===== src/inc/tle_defines.vh =====
/*
  constants of the thermal limit event logic: register pointers, bit
  positions, reset values, hysteresis steps and conversion timing.
  assumes inclusion by bare name from the design file only.
*/
`ifndef TLE_DEFINES_VH
`define TLE_DEFINES_VH
// register pointer values
`define TLE_PTR_CAP 3'h0
`define TLE_PTR_CFG 3'h1
`define TLE_PTR_HIGH 3'h2
`define TLE_PTR_LOW 3'h3
`define TLE_PTR_CRIT 3'h4
`define TLE_PTR_TEMP 3'h5
`define TLE_PTR_MFG 3'h6
`define TLE_PTR_DEV 3'h7
// configuration word bit positions
`define TLE_CFG_HYS_HI 10
`define TLE_CFG_HYS_LO 9
`define TLE_CFG_HALT 8
`define TLE_CFG_CRIT_LOCK 7
`define TLE_CFG_ALARM_LOCK 6
`define TLE_CFG_CLEAR 5
`define TLE_CFG_STS 4
`define TLE_CFG_EN 3
`define TLE_CFG_CRIT_ONLY 2
`define TLE_CFG_POL 1
`define TLE_CFG_MODE 0
// temperature data status bit positions
`define TLE_TD_CRIT 15
`define TLE_TD_HIGH 14
`define TLE_TD_LOW 13
// capability fields
`define TLE_CAP_SD_BEHAV 1'b0
`define TLE_CAP_TIMEOUT 1'b1
`define TLE_CAP_OVERDRIVE 1'b1
`define TLE_CAP_RES 2'h3
`define TLE_CAP_RANGE 1'b1
`define TLE_CAP_ACCURACY 1'b1
`define TLE_CAP_EVENT 1'b1
// hysteresis in 0.0625 degC steps: 1.5, 3 and 6 degC
`define TLE_HYS_1P5 14'h0018
`define TLE_HYS_3 14'h0030
`define TLE_HYS_6 14'h0060
// limit registers keep bits 12..2 only, sized to the 13-bit storage
`define TLE_LIMIT_MASK 13'h1ffc
`define TLE_ZERO16 16'h0000
// conversion period
`define TLE_CONV_PERIOD_MS 100
`define TLE_CLK_HZ 25000000
`endif


===== src/rtl/tle_core.v =====
/*
  thermal limit event logic: capability, configuration, three limit
  registers and the temperature data register with trip status, plus the
  open-drain event pin in comparator, interrupt or critical-only mode.
  assumes a serial bus engine on clk_i that presents word accesses by
  pointer, and a converter on clk_i that answers a start pulse with a
  13-bit result and a one-cycle done strobe.

  // Behaviour
  // - capability upper byte zero, writes ignored
  // - capability bit 7 gives shutdown status behaviour
  // - resolution field sets lsb, masks data
  // - hysteresis field selects 0/1.5/3/6 degC
  // - halt bit stops conversion, freezes data
  // - lock bits block limit writes, POR-clear only
  // - clear bit clears interrupt latch, reads zero
  // - disabled output floats or grounds by polarity
  // - critical-only bit; blocked by alarm lock
  // - polarity bit: 0 active low, 1 high
  // - mode bit: 0 comparator, 1 interrupt
  // - locks freeze hysteresis, enable, polarity, mode
  // - halt cannot be set while locked
  // - status bit mirrors asserted event, clear-only halted
  // - limits two's complement, bits 12..2 kept
  // - data bits 12..0 signed temperature
  // - trip status bits independent of event setup
  // - interrupt mode latches window crossings
  // - clear deferred while above critical limit
  // - comparator follows window; critical-only ignores clear
  // - halt keeps event pin state
  // - limit writes re-evaluate event at once
  // - new conversion at least every 100 ms
  // - writable registers reset to zero
*/
`timescale 1ns/1ps
`include "tle_defines.vh"

module tle_core #(
  parameter CONV_CYCLES = `TLE_CLK_HZ / 1000 * `TLE_CONV_PERIOD_MS, // cycles per conversion
  parameter [15:0] MFG_ID = 16'h0a5a, // arbitrary value, not a real maker code
  parameter [15:0] DEV_ID = 16'h0101 // arbitrary value, not a real part code
) (
  input wire clk_i, // 25 MHz block clock
  input wire nrst_i, // power-on reset, active low
  input wire [2:0] reg_ptr_i, // register pointer
  input wire reg_wr_i, // write strobe, one cycle
  input wire [15:0] reg_wdata_i, // write word
  input wire reg_rd_i, // read strobe, one cycle
  output reg [15:0] reg_rdata_o, // read word, valid cycle after strobe
  output reg reg_rvalid_o, // read word valid pulse
  output reg conv_start_o, // converter start pulse
  input wire conv_done_i, // converter result strobe
  input wire [12:0] conv_data_i, // converter result, 0.0625 degC lsb
  output reg event_out_o, // event pin output level, always low
  output reg event_oe_o // event pin pull-down enable
);

  // 22 bits covers 2.5 million cycles
  localparam CNT_W = 22;
  // last count kept at integer width; the counter is widened to meet it
  localparam integer CONV_LAST = CONV_CYCLES - 1;

  // sign-extend a 13-bit temperature to 14 bits for safe offsets
  function [13:0] tle_sx;
    input [12:0] v;
    begin
      tle_sx = {v[12], v};
    end
  endfunction

  // signed a < b on 14-bit values
  function tle_lt;
    input [13:0] a;
    input [13:0] b;
    begin
      tle_lt = $signed(a) < $signed(b);
    end
  endfunction

  // hysteresis step from the two-bit field
  function [13:0] tle_hys_step;
    input [1:0] sel;
    begin
      case (sel)
        2'h1: tle_hys_step = `TLE_HYS_1P5;
        2'h2: tle_hys_step = `TLE_HYS_3;
        2'h3: tle_hys_step = `TLE_HYS_6;
        default: tle_hys_step = 14'h0000;
      endcase
    end
  endfunction

  // configuration and limit storage
  reg [1:0] hysteresis_select_reg; // hysteresis step select
  reg sensor_halt_reg; // conversions stopped
  reg critical_limit_freeze_reg; // critical limit locked
  reg alarm_freeze_reg; // alarm limits locked
  reg alert_asserted_flag_reg; // polarity-free event copy
  reg alert_enable_reg; // event pin enabled
  reg critical_only_select_reg; // only critical raises events
  reg alert_polarity_reg; // 1 = active high
  reg alert_mode_reg; // 1 = interrupt mode
  reg [12:0] upper_alarm_limit_reg; // bits 12..0 of high limit
  reg [12:0] lower_alarm_limit_reg; // bits 12..0 of low limit
  reg [12:0] critical_limit_reg; // bits 12..0 of critical limit
  reg [12:0] temp_reg; // last converted temperature
  // trip conditions with hysteresis
  reg above_critical_flag_reg; // at or above critical
  reg above_high_reg; // above high limit
  reg below_low_reg; // below low limit
  reg window_prev_reg; // last sampled window state
  // interrupt machinery
  reg int_latch_reg; // latched window crossing
  reg clear_pend_reg; // clear held off by critical
  // conversion timer
  reg [CNT_W-1:0] conv_cnt_reg; // cycles since last start

  wire any_lock = critical_limit_freeze_reg | alarm_freeze_reg;
  wire cfg_wr = reg_wr_i && (reg_ptr_i == `TLE_PTR_CFG);
  // clear pulse from write of one
  wire clear_req = cfg_wr && reg_wdata_i[`TLE_CFG_CLEAR];
  wire [13:0] hys_step = tle_hys_step(hysteresis_select_reg);
  wire [13:0] t_x = tle_sx(temp_reg);
  wire [13:0] hi_x = tle_sx(upper_alarm_limit_reg);
  wire [13:0] lo_x = tle_sx(lower_alarm_limit_reg);
  wire [13:0] cr_x = tle_sx(critical_limit_reg);

  // set at the critical limit and past the high and low limits, release once hysteresis back inside the limit (low limit plus, others minus)
  // limits feed these compares directly, no sample wait
  wire crit_next = above_critical_flag_reg ? !tle_lt(t_x, cr_x - hys_step) : !tle_lt(t_x, cr_x);
  wire high_next = above_high_reg ? tle_lt(hi_x - hys_step, t_x) : tle_lt(hi_x, t_x);
  wire low_next = below_low_reg ? tle_lt(t_x, lo_x + hys_step) : tle_lt(t_x, lo_x);
  wire window_now = above_high_reg | below_low_reg;

  // trip compares, still running while halted; only the data is frozen
  always @(posedge clk_i or negedge nrst_i) begin
    if (!nrst_i) begin
      above_critical_flag_reg <= 1'b0;
      above_high_reg <= 1'b0;
      below_low_reg <= 1'b0;
      window_prev_reg <= 1'b0;
    end else begin
      // status from compares only, no event settings
      above_critical_flag_reg <= crit_next;
      above_high_reg <= high_next;
      below_low_reg <= low_next;
      window_prev_reg <= window_now;
    end
  end

  // interrupt latch: set wins over clear in the same cycle
  wire win_cross = (window_now != window_prev_reg) && !critical_only_select_reg;
  always @(posedge clk_i or negedge nrst_i) begin
    if (!nrst_i) begin
      int_latch_reg <= 1'b0;
      clear_pend_reg <= 1'b0;
    end else if (!alert_mode_reg || critical_only_select_reg) begin
      // no latching, clears ignored in these modes
      int_latch_reg <= 1'b0;
      clear_pend_reg <= 1'b0;
    end else if (!sensor_halt_reg && win_cross) begin
      // each window crossing while not halted latches an event
      int_latch_reg <= 1'b1;
      clear_pend_reg <= 1'b0;
    end else if (above_critical_flag_reg) begin
      // clear accepted, held until below critical
      if (clear_req)
        clear_pend_reg <= 1'b1;
    end else if (clear_req || clear_pend_reg) begin
      // clear latched event in interrupt mode
      int_latch_reg <= 1'b0;
      clear_pend_reg <= 1'b0;
    end
  end

  // asserted event state before the enable and polarity stages
  reg asserted_now;
  always @* begin
    if (critical_only_select_reg)
      asserted_now = above_critical_flag_reg; // critical only
    else if (alert_mode_reg)
      asserted_now = int_latch_reg | above_critical_flag_reg;
    else
      asserted_now = window_now | above_critical_flag_reg;
  end

  // configuration word writes and the status copy
  always @(posedge clk_i or negedge nrst_i) begin
    if (!nrst_i) begin
      // all writable bits start at zero
      hysteresis_select_reg <= 2'h0;
      sensor_halt_reg <= 1'b0;
      critical_limit_freeze_reg <= 1'b0;
      alarm_freeze_reg <= 1'b0;
      alert_enable_reg <= 1'b0;
      critical_only_select_reg <= 1'b0;
      alert_polarity_reg <= 1'b0;
      alert_mode_reg <= 1'b0;
      alert_asserted_flag_reg <= 1'b0;
    end else begin
      if (cfg_wr) begin
        // locks only set by writes; reset alone clears them
        critical_limit_freeze_reg <= critical_limit_freeze_reg |
          reg_wdata_i[`TLE_CFG_CRIT_LOCK];
        alarm_freeze_reg <= alarm_freeze_reg | reg_wdata_i[`TLE_CFG_ALARM_LOCK];
        sensor_halt_reg <= reg_wdata_i[`TLE_CFG_HALT] & (sensor_halt_reg | !any_lock);
        // critical-only not settable under alarm lock
        critical_only_select_reg <= reg_wdata_i[`TLE_CFG_CRIT_ONLY] &
          (critical_only_select_reg | !alarm_freeze_reg);
        if (!any_lock) begin
          hysteresis_select_reg <= reg_wdata_i[`TLE_CFG_HYS_HI:`TLE_CFG_HYS_LO];
          alert_enable_reg <= reg_wdata_i[`TLE_CFG_EN];
          alert_polarity_reg <= reg_wdata_i[`TLE_CFG_POL];
          alert_mode_reg <= reg_wdata_i[`TLE_CFG_MODE];
        end
      end
      if (sensor_halt_reg) begin
        // while halted the copy may be cleared, never set
        // otherwise the pre-halt state is held
        if (clear_req)
          alert_asserted_flag_reg <= 1'b0;
      end else if (cfg_wr && reg_wdata_i[`TLE_CFG_HALT] && !any_lock &&
                   (`TLE_CAP_SD_BEHAV == 1'b1)) begin
        // capability says halting releases the event
        alert_asserted_flag_reg <= 1'b0;
      end else begin
        // copy of the asserted pin, gated by the enable
        alert_asserted_flag_reg <= asserted_now & alert_enable_reg;
      end
    end
  end

  // limit register writes
  always @(posedge clk_i or negedge nrst_i) begin
    if (!nrst_i) begin
      upper_alarm_limit_reg <= 13'h0000;
      lower_alarm_limit_reg <= 13'h0000;
      critical_limit_reg <= 13'h0000;
    end else if (reg_wr_i) begin
      if (reg_ptr_i == `TLE_PTR_HIGH && !alarm_freeze_reg)
        upper_alarm_limit_reg <= reg_wdata_i[12:0] & `TLE_LIMIT_MASK;
      if (reg_ptr_i == `TLE_PTR_LOW && !alarm_freeze_reg)
        lower_alarm_limit_reg <= reg_wdata_i[12:0] & `TLE_LIMIT_MASK;
      if (reg_ptr_i == `TLE_PTR_CRIT && !critical_limit_freeze_reg)
        critical_limit_reg <= reg_wdata_i[12:0] & `TLE_LIMIT_MASK;
    end
  end

  // conversion timer and data capture; reads never touch it
  always @(posedge clk_i or negedge nrst_i) begin
    if (!nrst_i) begin
      conv_cnt_reg <= {CNT_W{1'b0}};
      conv_start_o <= 1'b0;
      temp_reg <= 13'h0000;
    end else begin
      // one start per period while running
      conv_start_o <= !sensor_halt_reg && (conv_cnt_reg == {CNT_W{1'b0}});
      if (sensor_halt_reg || {{(32-CNT_W){1'b0}}, conv_cnt_reg} == CONV_LAST)
        conv_cnt_reg <= {CNT_W{1'b0}};
      else
        conv_cnt_reg <= conv_cnt_reg + 1'b1;
      // signed 13-bit result kept as delivered
      if (conv_done_i && !sensor_halt_reg)
        temp_reg <= conv_data_i;
    end
  end

  // blank data bits below the stated resolution
  function [12:0] tle_res_mask;
    input [1:0] res;
    begin
      case (res)
        2'h0: tle_res_mask = 13'h1ff8;
        2'h1: tle_res_mask = 13'h1ffc;
        2'h2: tle_res_mask = 13'h1ffe;
        default: tle_res_mask = 13'h1fff;
      endcase
    end
  endfunction

  // read mux
  reg [15:0] rd_word;
  always @* begin
    case (reg_ptr_i)
      `TLE_PTR_CAP: rd_word = {8'h00, `TLE_CAP_SD_BEHAV, `TLE_CAP_TIMEOUT,
        `TLE_CAP_OVERDRIVE, `TLE_CAP_RES, `TLE_CAP_RANGE, `TLE_CAP_ACCURACY, `TLE_CAP_EVENT};
      `TLE_PTR_CFG: rd_word = {5'h00, hysteresis_select_reg, sensor_halt_reg,
        critical_limit_freeze_reg, alarm_freeze_reg, 1'b0, alert_asserted_flag_reg,
        alert_enable_reg, critical_only_select_reg, alert_polarity_reg, alert_mode_reg};
      `TLE_PTR_HIGH: rd_word = {3'h0, upper_alarm_limit_reg};
      `TLE_PTR_LOW: rd_word = {3'h0, lower_alarm_limit_reg};
      `TLE_PTR_CRIT: rd_word = {3'h0, critical_limit_reg};
      // trip status on top of the temperature
      `TLE_PTR_TEMP: rd_word = {above_critical_flag_reg, above_high_reg, below_low_reg,
        temp_reg & tle_res_mask(`TLE_CAP_RES)};
      `TLE_PTR_MFG: rd_word = MFG_ID;
      `TLE_PTR_DEV: rd_word = DEV_ID;
      default: rd_word = `TLE_ZERO16;
    endcase
  end

  // registered read answer, one cycle after the strobe
  always @(posedge clk_i or negedge nrst_i) begin
    if (!nrst_i) begin
      reg_rdata_o <= `TLE_ZERO16;
      reg_rvalid_o <= 1'b0;
    end else begin
      reg_rvalid_o <= reg_rd_i;
      if (reg_rd_i)
        reg_rdata_o <= rd_word;
    end
  end

  // event pin: open drain, so only the pull-down is ever driven
  always @(posedge clk_i or negedge nrst_i) begin
    if (!nrst_i) begin
      event_out_o <= 1'b0;
      event_oe_o <= 1'b0;
    end else begin
      event_out_o <= 1'b0;
      if (!alert_enable_reg)
        // disabled floats for low, grounds for high
        event_oe_o <= alert_polarity_reg;
      else
        // low polarity pulls when asserted, high when idle
        event_oe_o <= alert_polarity_reg ^ alert_asserted_flag_reg;
    end
  end

endmodule


===== config.mk =====
export PLATFORM = sky130hd
export DESIGN_NAME = tle_core
export DESIGN_NICKNAME = d
export VERILOG_FILES = /design/src/rtl/tle_core.v
export VERILOG_INCLUDE_DIRS = /design/src /design/src/inc
export SDC_FILE = /design/constraint.sdc
export NUM_CORES = 1
export LEC_CHECK = 0
export CORE_MARGIN = 3
export CORE_UTILIZATION = 65
export CTS_BUF_LIST = sky130_fd_sc_hd__clkbuf_16
export DETAILED_ROUTE_END_ITERATION = 8
export DONT_BUFFER_PORTS = 1
export HOLD_SLACK_MARGIN = 0.08
export PLACE_DENSITY = 0.87
export SLEW_MARGIN = 5
export SYNTH_ARGS = -nofsm -noshare
export SYNTH_HDL_FRONTEND = slang
export SYNTH_SLANG_ARGS = --single-unit
export TNS_END_PERCENT = 30

===== constraint.sdc =====
create_clock -name clk_i -period 4.1 [get_ports clk_i]
set_input_delay 0 -clock clk_i [delete_from_list [all_inputs] [get_ports clk_i]]
set_output_delay 0 -clock clk_i [all_outputs]
set_load 0.01 [all_outputs]

==> results of run 1 <==
[power breakdown]
part           internal, mW  switching, mW
clock network         0.468          0.387
logic                  1.08           1.33
registers              1.28          0.411
[through the flow]
stage / utilization / area (sq um) / setup slack, ns
2_1_floorplan: - / 6890 / 0.890
5_1_grt: 0.758 / 7620 / 0.160
3_5_place_dp: 0.691 / 6940 / 0.470
6_report: 0.758 / 7620 / 0.408
3_3_place_gp: 0.691 / 6940 / 0.601
4_1_cts: 0.758 / 7610 / 0.453
[Yosys cell counts, drive strengths merged, types with 7 or more instances]
cell / n
nand2b: 7
inv: 57
and3: 7
dfrtp: 103
buf: 15
a21oi: 47
nand4: 13
o21ai: 55
xnor2: 27
o22ai: 8
xor2: 17
nand2: 79
o21a: 7
mux2: 22
mux2i: 8
nand3: 21
ha: 80
nor4: 9
a21o: 14
clkbuf: 11
nor2b: 12
nor3: 9
nor2: 59
[critical path: stages, from the launching register on]
cell,delay [ns]
sky130_fd_sc_hd__dfrtp_1,0.43
sky130_fd_sc_hd__inv_1,0.14
sky130_fd_sc_hd__ha_1,0.27
sky130_fd_sc_hd__ha_1,0.20
sky130_fd_sc_hd__inv_1,0.06
sky130_fd_sc_hd__fa_1,0.39
sky130_fd_sc_hd__a21o_1,0.18
sky130_fd_sc_hd__a21oi_1,0.23
sky130_fd_sc_hd__nand3_1,0.16
sky130_fd_sc_hd__nor3_1,0.29
sky130_fd_sc_hd__xnor2_1,0.16
sky130_fd_sc_hd__ha_1,0.26
sky130_fd_sc_hd__and3_1,0.17
sky130_fd_sc_hd__a221o_1,0.36
sky130_fd_sc_hd__o221ai_1,0.17
sky130_fd_sc_hd__nand3_1,0.11
[kinds of logic after synthesis]
logic type / count (synthesis) / synth area share
and+or+nand+nor: 230 / 0.160
AOI/OAI and AO/OA: 173 / 0.157
DFF: 103 / 0.374
buffers and inverters: 84 / 0.0509
adders and majority gates: 83 / 0.154
xor gates and xnor gates: 44 / 0.0559
muxes: 30 / 0.0476
other: 1 / 0.000544
[placed cells by master, fill, tap and decap left out, drive strengths merged, types with 13 or more instances in the layout]
master       instances
dfrtp              103
ha                  80
nand2               79
nor2                59
inv                 57
o21ai               55
a21oi               47
dlygate4sd3         36
xnor2               27
mux2                22
nand3               21
xor2                17
a21o                14
nand4               13
[timing repair]
action | CTS | global route
gates resized for setup | 0 | 0
hold buffers | 37 | 0
hold endpoints to repair | 178 | 0
[metal layers]
| metal | share of wire | track usage |
|---|---|---|
| met5 | 0 | 0 |
| met4 | 0.045 | 0.151 |
| met3 | 0.081 | 0.0823 |
| met2 | 0.49 | 0.556 |
| met1 | 0.38 | 0.406 |
[worst max-delay path by stage]
stage | startpoint | end | slack (ns) | cells after the start
floorplan | hysteresis_select_reg[1] | above_critical_flag_reg | 0.89 | 15
global placement | hysteresis_select_reg[1] | above_critical_flag_reg | 0.60 | 15
global route | hysteresis_select_reg[1] | above_critical_flag_reg | 0.16 | 15
finish | hysteresis_select_reg[1] | above_critical_flag_reg | 0.41 | 15
CTS | hysteresis_select_reg[1] | above_critical_flag_reg | 0.45 | 15
detailed placement | hysteresis_select_reg[1] | above_critical_flag_reg | 0.47 | 15
[final cells by class]
cell class                      count  area, sq um  area share
Sequential cell                   103         2580       0.338
Clock buffer                        9          225      0.0296
Inverter                           58          218      0.0286
Tap cell                          133          166      0.0218
Multi-Input combinational cell    561         3960       0.520
Clock inverter                      6         62.6     0.00821
Timing Repair Buffer               39          403      0.0529
Antenna cell                        1         2.50    0.000329
==> metrics.txt, run 1 <==
# TYPE chip_impl_metric gauge
chip_impl_info{name="worstReg2RegStart",value="hysteresis_select_reg[1]"} 1
chip_impl_info{name="ctsRootBufferMaster",value="sky130_fd_sc_hd__clkbuf_16"} 1
chip_impl_metric{name="power.static_leakage",unit="nW"} 3.48
chip_impl_metric{name="drv_cap",unit=""} 0
chip_impl_info{name="critical_path_class",value="flip-flop to flip-flop"} 1
chip_impl_info{name="r2r-end",value="above_critical_flag_reg"} 1
chip_impl_metric{name="max_freq",unit="MHz"} 271
chip_impl_metric{name="largest_net_degree_at_the_start_of_global_routing",unit=""} 104
chip_impl_metric{name="first_pass_grt_wire_length",unit="mm"} 30.2
chip_impl_metric{name="max_reg_flops",unit=""} 22
chip_impl_metric{name="final_hold_viols",unit=""} 0
chip_impl_metric{name="number_of_nets_with_antenna_violations_after_detailed_routing",unit=""} 0
chip_impl_metric{name="final-instance-count-excl-fill",unit=""} 910
chip_impl_metric{name="place_congestion",unit=""} 0.973
chip_impl_metric{name="layout.filler_cells",unit=""} 630
chip_impl_metric{name="cts_made_buffers",unit=""} 9
chip_impl_metric{name="final_net_count",unit=""} 892
chip_impl_metric{name="synth.yosys.seq_area_share",unit=""} 0.374
chip_impl_metric{name="power.ir.vdd_worst",unit="V"} 0.000485
chip_impl_metric{name="syn_area",unit="sq mm"} 0.00689
chip_impl_metric{name="synth_area_per_cell",unit="sq um"} 9.21
chip_impl_metric{name="placed_cells",unit=""} 857
chip_impl_metric{name="h-tree-depth",unit=""} 3
chip_impl_metric{name="hold_ws",unit="ns"} 0.0859
chip_impl_metric{name="timing.max_slew.rel_slack",unit=""} 0.212
chip_impl_info{name="synth.area.top_cells",value="sky130_fd_sc_hd__dfrtp_1, sky130_fd_sc_hd__ha_1, sky130_fd_sc_hd__nand2_1, sky130_fd_sc_hd__o21ai_0, sky130_fd_sc_hd__mux2_2"} 1
chip_impl_info{name="crit_path_end_kind",value="flip-flop"} 1
chip_impl_metric{name="place.port_buffers",unit=""} 0
chip_impl_metric{name="syn_inst",unit=""} 748
chip_impl_metric{name="synthDominantCellAreaShare",unit=""} 0.374
chip_impl_info{name="outcome",value="completed"} 1
chip_impl_metric{name="drt_pre_antenna_iters",unit=""} 5
chip_impl_metric{name="pin_count",unit=""} 57
chip_impl_metric{name="worst-endpoint-arrival",unit="ns"} 3.92
chip_impl_metric{name="cts.clk_slew.worst_paths",unit="ns"} 0.07
chip_impl_metric{name="totalNegativeSetupSlack",unit="ns"} 0
chip_impl_info{name="min-delay-path-class",value="input pin to flip-flop"} 1
chip_impl_metric{name="detail_route.drc_violations",unit=""} 0
chip_impl_metric{name="min_delay_path_depth",unit=""} 5
chip_impl_metric{name="areaGrowthSynthToFinish",unit="%"} 10.6
chip_impl_metric{name="period_needed",unit="ns"} 3.69
chip_impl_metric{name="crit_required",unit="ns"} 4.33
chip_impl_metric{name="route.final.wire_length",unit="mm"} 18.8
chip_impl_metric{name="die-height",unit="microns"} 109
chip_impl_metric{name="total_of_flip_flops_plus_latches_after_synthesis",unit=""} 103
chip_impl_metric{name="dp_hpwl",unit="mm"} 13.3
chip_impl_metric{name="core-area",unit="sq mm"} 0.0100
chip_impl_metric{name="timing_worst_slew_pin_value",unit="ns"} 1.18
chip_impl_metric{name="overflow",unit=""} 0
chip_impl_metric{name="grt_antenna_before_repair",unit=""} 1
chip_impl_metric{name="worstSkewPairLatency",unit="ns"} 0.36
chip_impl_metric{name="synth-edff-count",unit=""} 0
chip_impl_info{name="critical_path.startpoint_type",value="flip-flop"} 1
chip_impl_info{name="synth_area_leader_cell",value="sky130_fd_sc_hd__dfrtp_1"} 1
chip_impl_metric{name="grt.total_usage",unit=""} 0.333
chip_impl_metric{name="fp-row-count",unit=""} 36
chip_impl_metric{name="floorplan.initialDensity",unit=""} 0.686
chip_impl_info{name="top_flip_flop_cell_by_instance_count_after_synthesis",value="sky130_fd_sc_hd__dfrtp_1"} 1
chip_impl_info{name="hold_path_startpoint",value="reg_ptr_i[1]"} 1
chip_impl_metric{name="finalMaxSlewViolations",unit=""} 0
chip_impl_info{name="cts_tree",value="yes"} 1
chip_impl_metric{name="post_cts.repair.setup_buffers",unit=""} 0
chip_impl_metric{name="power_per_cell_area",unit="mW/mm^2"} 650
chip_impl_metric{name="maximum_fanout_count_along_the_critical_path",unit=""} 5
chip_impl_metric{name="timing.final.setup_violations",unit=""} 0
chip_impl_metric{name="synth_fp_nets",unit=""} 868
chip_impl_metric{name="grt_pass1_vias",unit=""} 6005
chip_impl_metric{name="fin_skew",unit="ns"} 0.00914
chip_impl_metric{name="cts_max_path_buffers",unit=""} 2
chip_impl_metric{name="drt_iter0_drc",unit=""} 562
chip_impl_metric{name="async_flop_share",unit=""} 1.00
chip_impl_metric{name="clock-sinks",unit=""} 103
chip_impl_metric{name="sum_of_internal_switching_and_leakage_power",unit="mW"} 4.95
chip_impl_metric{name="floorplan.die.width",unit="microns"} 109
chip_impl_info{name="whs_endpoint",value="reg_rdata_o[1]"} 1
chip_impl_metric{name="layout_worst_path_cycle_share",unit=""} 0.900
chip_impl_metric{name="regToRegSetupSlack",unit="ns"} 0.41
chip_impl_metric{name="num_vias",unit=""} 5959
chip_impl_metric{name="yosys_warnings",unit=""} 0
chip_impl_metric{name="total_die_area",unit="sq mm"} 0.0119
chip_impl_metric{name="drive_gt1_frac",unit=""} 0.0606
chip_impl_metric{name="rr_worst_depth",unit=""} 15
chip_impl_metric{name="yosys.cell_types.count",unit=""} 59
chip_impl_metric{name="drt-wirelength-per-cell",unit="microns"} 20.6
chip_impl_info{name="rsz0062_at_grt",value="no"} 1
chip_impl_metric{name="post_drt_via_cell_ratio",unit=""} 6.55
Power figures use the tool's default switching activity.
==> run 2: changes to the inputs <==
--- a/config.mk
+++ b/config.mk
@@ -8,4 +8,3 @@
 export LEC_CHECK = 0
-export CORE_MARGIN = 3
-export CORE_UTILIZATION = 65
+export CORE_UTILIZATION = 70
 export CTS_BUF_LIST = sky130_fd_sc_hd__clkbuf_16
@@ -14,3 +13,3 @@
 export HOLD_SLACK_MARGIN = 0.08
-export PLACE_DENSITY = 0.87
+export PLACE_DENSITY = 0.92
 export SLEW_MARGIN = 5
==> constraint.sdc (replaced) <==
create_clock -name clk_i -period 4.6 [get_ports clk_i]
set_input_delay 0 -clock clk_i [delete_from_list [all_inputs] [get_ports clk_i]]
set_output_delay 0 -clock clk_i [all_outputs]
set_load 0.02 [all_outputs]
==> run 2 against run 1 <==
Register-to-register slack improved by 0.48 ns. Non-clock buffer count fell by 1. Final cell count fell by 0.44%. Clock skew rose by 0.0055 ns. Wire length rose by 12%. Sequential power fell by 9%. Die area fell by 14%. Critical endpoint unchanged. Largest power group unchanged.
==> metrics.txt, run 2 (synthesis gave the netlist of run 1 again) <==
# TYPE chip_impl_metric gauge
chip_impl_metric{name="final_net_count",unit=""} 891
chip_impl_metric{name="pin_count",unit=""} 57
chip_impl_metric{name="h-tree-depth",unit=""} 3
chip_impl_metric{name="power_frac_comb",unit=""} 0.505
chip_impl_metric{name="grt.total_usage",unit=""} 0.449
chip_impl_metric{name="fin_skew",unit="ns"} 0.0146
chip_impl_metric{name="cts_made_buffers",unit=""} 9
chip_impl_metric{name="finalMaxSlewViolations",unit=""} 0
chip_impl_metric{name="cts_max_path_buffers",unit=""} 2
chip_impl_metric{name="drv_cap",unit=""} 0
chip_impl_metric{name="final_hold_viols",unit=""} 0
chip_impl_metric{name="timing_worst_slew_pin_value",unit="ns"} 1.41
chip_impl_metric{name="route.final.wire_length",unit="mm"} 21.0
chip_impl_metric{name="floorplan.die.width",unit="microns"} 101
chip_impl_metric{name="place_congestion",unit=""} 1.01
chip_impl_metric{name="cp_slowest_stage_delay",unit="ns"} 0.44
chip_impl_metric{name="placed_cells",unit=""} 852
chip_impl_metric{name="timing.max_slew.rel_slack",unit=""} 0.0544
chip_impl_metric{name="layout.filler_cells",unit=""} 533
chip_impl_metric{name="power_per_cell_area",unit="mW/mm^2"} 603
chip_impl_metric{name="switching_share",unit=""} 0.456
chip_impl_metric{name="number_of_nets_with_antenna_violations_after_detailed_routing",unit=""} 0
chip_impl_metric{name="die-height",unit="microns"} 101
chip_impl_metric{name="worstSkewPairLatency",unit="ns"} 0.37
chip_impl_info{name="critical_path.startpoint_type",value="flip-flop"} 1
chip_impl_info{name="cts_tree",value="yes"} 1
chip_impl_metric{name="max_freq",unit="MHz"} 270
chip_impl_metric{name="first_pass_grt_wire_length",unit="mm"} 33.9
chip_impl_info{name="rsz0062_at_grt",value="no"} 1
chip_impl_metric{name="place_area",unit="sq mm"} 0.00693
chip_impl_metric{name="post-route-worst-setup-slack",unit="ns"} 0.890
chip_impl_metric{name="largest_net_degree_at_the_start_of_global_routing",unit=""} 104
chip_impl_metric{name="netSwitchingPower",unit="mW"} 2.09
chip_impl_metric{name="clock-sinks",unit=""} 103
chip_impl_metric{name="num_vias",unit=""} 6337
chip_impl_info{name="min-delay-path-class",value="input pin to flip-flop"} 1
chip_impl_metric{name="drt_iter0_drc",unit=""} 678
chip_impl_info{name="ctsRootBufferMaster",value="sky130_fd_sc_hd__clkbuf_16"} 1
chip_impl_metric{name="cts.clk_slew.worst_paths",unit="ns"} 0.08
chip_impl_metric{name="drive_gt1_frac",unit=""} 0.0580
chip_impl_info{name="critical_path.most_common_cell",value="sky130_fd_sc_hd__ha_1"} 1
chip_impl_info{name="mostFrequentLayoutCells",value="sky130_fd_sc_hd__dfrtp_1, sky130_fd_sc_hd__ha_1, sky130_fd_sc_hd__nand2_1"} 1
chip_impl_metric{name="sum_of_internal_switching_and_leakage_power",unit="mW"} 4.57
chip_impl_metric{name="crit_required",unit="ns"} 4.84
chip_impl_metric{name="overflow",unit=""} 0
chip_impl_metric{name="preCtsSetupSlack",unit="ns"} 1.02
chip_impl_metric{name="post_cts.repair.setup_buffers",unit=""} 0
chip_impl_metric{name="fin_area",unit="sq mm"} 0.00758
chip_impl_metric{name="route.met2.wl",unit="mm"} 9.53
chip_impl_metric{name="layout_worst_path_cycle_share",unit=""} 0.806
chip_impl_metric{name="area.sequential",unit="sq mm"} 0.00258
chip_impl_info{name="critical_path_class",value="flip-flop to flip-flop"} 1
chip_impl_metric{name="grt_pass1_vias",unit=""} 6553
chip_impl_metric{name="final-instance-count-excl-fill",unit=""} 906
chip_impl_metric{name="multi_input_area",unit="sq mm"} 0.00396
chip_impl_metric{name="power_frac_seq",unit=""} 0.337
chip_impl_metric{name="max_reg_flops",unit=""} 22
chip_impl_metric{name="maximum_fanout_count_along_the_critical_path",unit=""} 5
chip_impl_metric{name="grt_antenna_before_repair",unit=""} 1
chip_impl_metric{name="cell_internal_pwr",unit="mW"} 2.48
chip_impl_info{name="critical_path.slowest_cell",value="sky130_fd_sc_hd__dfrtp_1"} 1
chip_impl_metric{name="areaGrowthSynthToFinish",unit="%"} 10.0
chip_impl_metric{name="drt-wirelength-per-cell",unit="microns"} 23.2
chip_impl_metric{name="dp_hpwl",unit="mm"} 12.8
chip_impl_metric{name="drt_pre_antenna_iters",unit=""} 7
chip_impl_metric{name="total_die_area",unit="sq mm"} 0.0102
chip_impl_metric{name="proportion_of_power_drawn_by_the_clock_network",unit=""} 0.158
chip_impl_info{name="final_common_cell",value="sky130_fd_sc_hd__dfrtp_1"} 1
chip_impl_metric{name="met1Wirelength",unit="mm"} 7.05
chip_impl_info{name="route.top_layer_used",value="met5"} 1
chip_impl_metric{name="detail_route.drc_violations",unit=""} 0
chip_impl_metric{name="place.port_buffers",unit=""} 0
chip_impl_metric{name="post_drt_via_cell_ratio",unit=""} 6.99
chip_impl_metric{name="worst-endpoint-arrival",unit="ns"} 3.95
chip_impl_metric{name="core-area",unit="sq mm"} 0.00937
chip_impl_metric{name="period_needed",unit="ns"} 3.71
chip_impl_metric{name="totalNegativeSetupSlack",unit="ns"} 0
chip_impl_metric{name="power.static_leakage",unit="nW"} 3.47
chip_impl_info{name="timing.critical_path.cells",value="inv_1 > ha_1 > ha_1 > inv_1 > fa_1 > a21o_1 > a21oi_1 > nand3_1 > nor3_1 > xnor2_1 > ha_1 > and3_1 > a221o_1 > o221ai_1 > nand3_1"} 1
chip_impl_metric{name="timing.final.setup_violations",unit=""} 0
chip_impl_info{name="crit_path_end_kind",value="flip-flop"} 1
chip_impl_metric{name="met3WireLength",unit="mm"} 2.60
chip_impl_metric{name="power.ir.vdd_worst",unit="V"} 0.000371
chip_impl_metric{name="floorplan.initialDensity",unit=""} 0.735
chip_impl_metric{name="fp-row-count",unit=""} 35
chip_impl_info{name="outcome",value="completed"} 1
run 2: changes by cell type in the layout (fill, tap and decap cells not counted), sizes merged:
| cell | before | now |
|---|---|---|
| buf | 3 | 2 |
| bufinv | 1 | 0 |
| clkinv | 5 | 3 |
| inv | 57 | 61 |
run 2: per-stage QoR:
stage	util	hold WS (ns)
2_1_floorplan	-	-0.296
3_3_place_gp	0.739	-0.293
3_5_place_dp	0.739	-0.293
4_1_cts	0.809	0.0858
5_1_grt	0.809	0.123
6_report	0.809	0.0925
run 2: cell type report:
cell class,instances,area share
clock inverters,7,0.00528
clock buffers,9,0.0297
multi-input cells,561,0.523
diodes,1,0.000330
flip-flops and latches,103,0.340
repair buffers,38,0.0522
well taps,129,0.0213
inverters,58,0.0287
run 2: power groups by stage:
stage / sequential, mW / combinational, mW / clock, mW
2_1_floorplan: 1.38 / 1.60 / 0
3_3_place_gp: 1.50 / 1.84 / 0
3_5_place_dp: 1.52 / 2.02 / 0
4_1_cts: 1.50 / 2.13 / 0.710
5_1_grt: 1.56 / 2.55 / 0.745
6_report: 1.54 / 2.31 / 0.721
run 2: layer usage:
layer / vias up / track usage
li1: 2689 / -
met2: 546 / 0.689
met1: 2900 / 0.494
met5: - / 0.0481
met4: 4 / 0.358
met3: 198 / 0.176
run 2: repair_timing:
| action | CTS | global route |
|---|---|---|
| endpoints found under the hold margin | 178 | 0 |
| resized for setup | 0 | 0 |
| hold buffers | 37 | 0 |
run 2: critical path: cells and delay by family, from the launching register on:
family	cells	cell delay (ns)
adders and majority gates	4	1.18
AOI/OAI and AO/OA	4	0.89
and+or+nand+nor	4	0.68
DFF	1	0.44
buffers and inverters	2	0.23
xor gates and xnor gates	1	0.16
run 2: worst paths after layout:
check | slack, ns | endpoint | cells after the start | start
max in group asynchronous | 3.97 | reg_rdata_o[15] | 2 | nrst_i
setup / recovery | 0.89 | above_critical_flag_reg | 15 | hysteresis_select_reg[1]
setup reg to reg | 0.89 | above_critical_flag_reg | 15 | hysteresis_select_reg[1]
hold reg to reg | 0.53 | event_oe_o | 1 | alert_polarity_reg
min in group asynchronous | 0.22 | conv_cnt_reg[7] | 2 | nrst_i
hold / removal | 0.09 | reg_rdata_o[6] | 4 | reg_ptr_i[2]
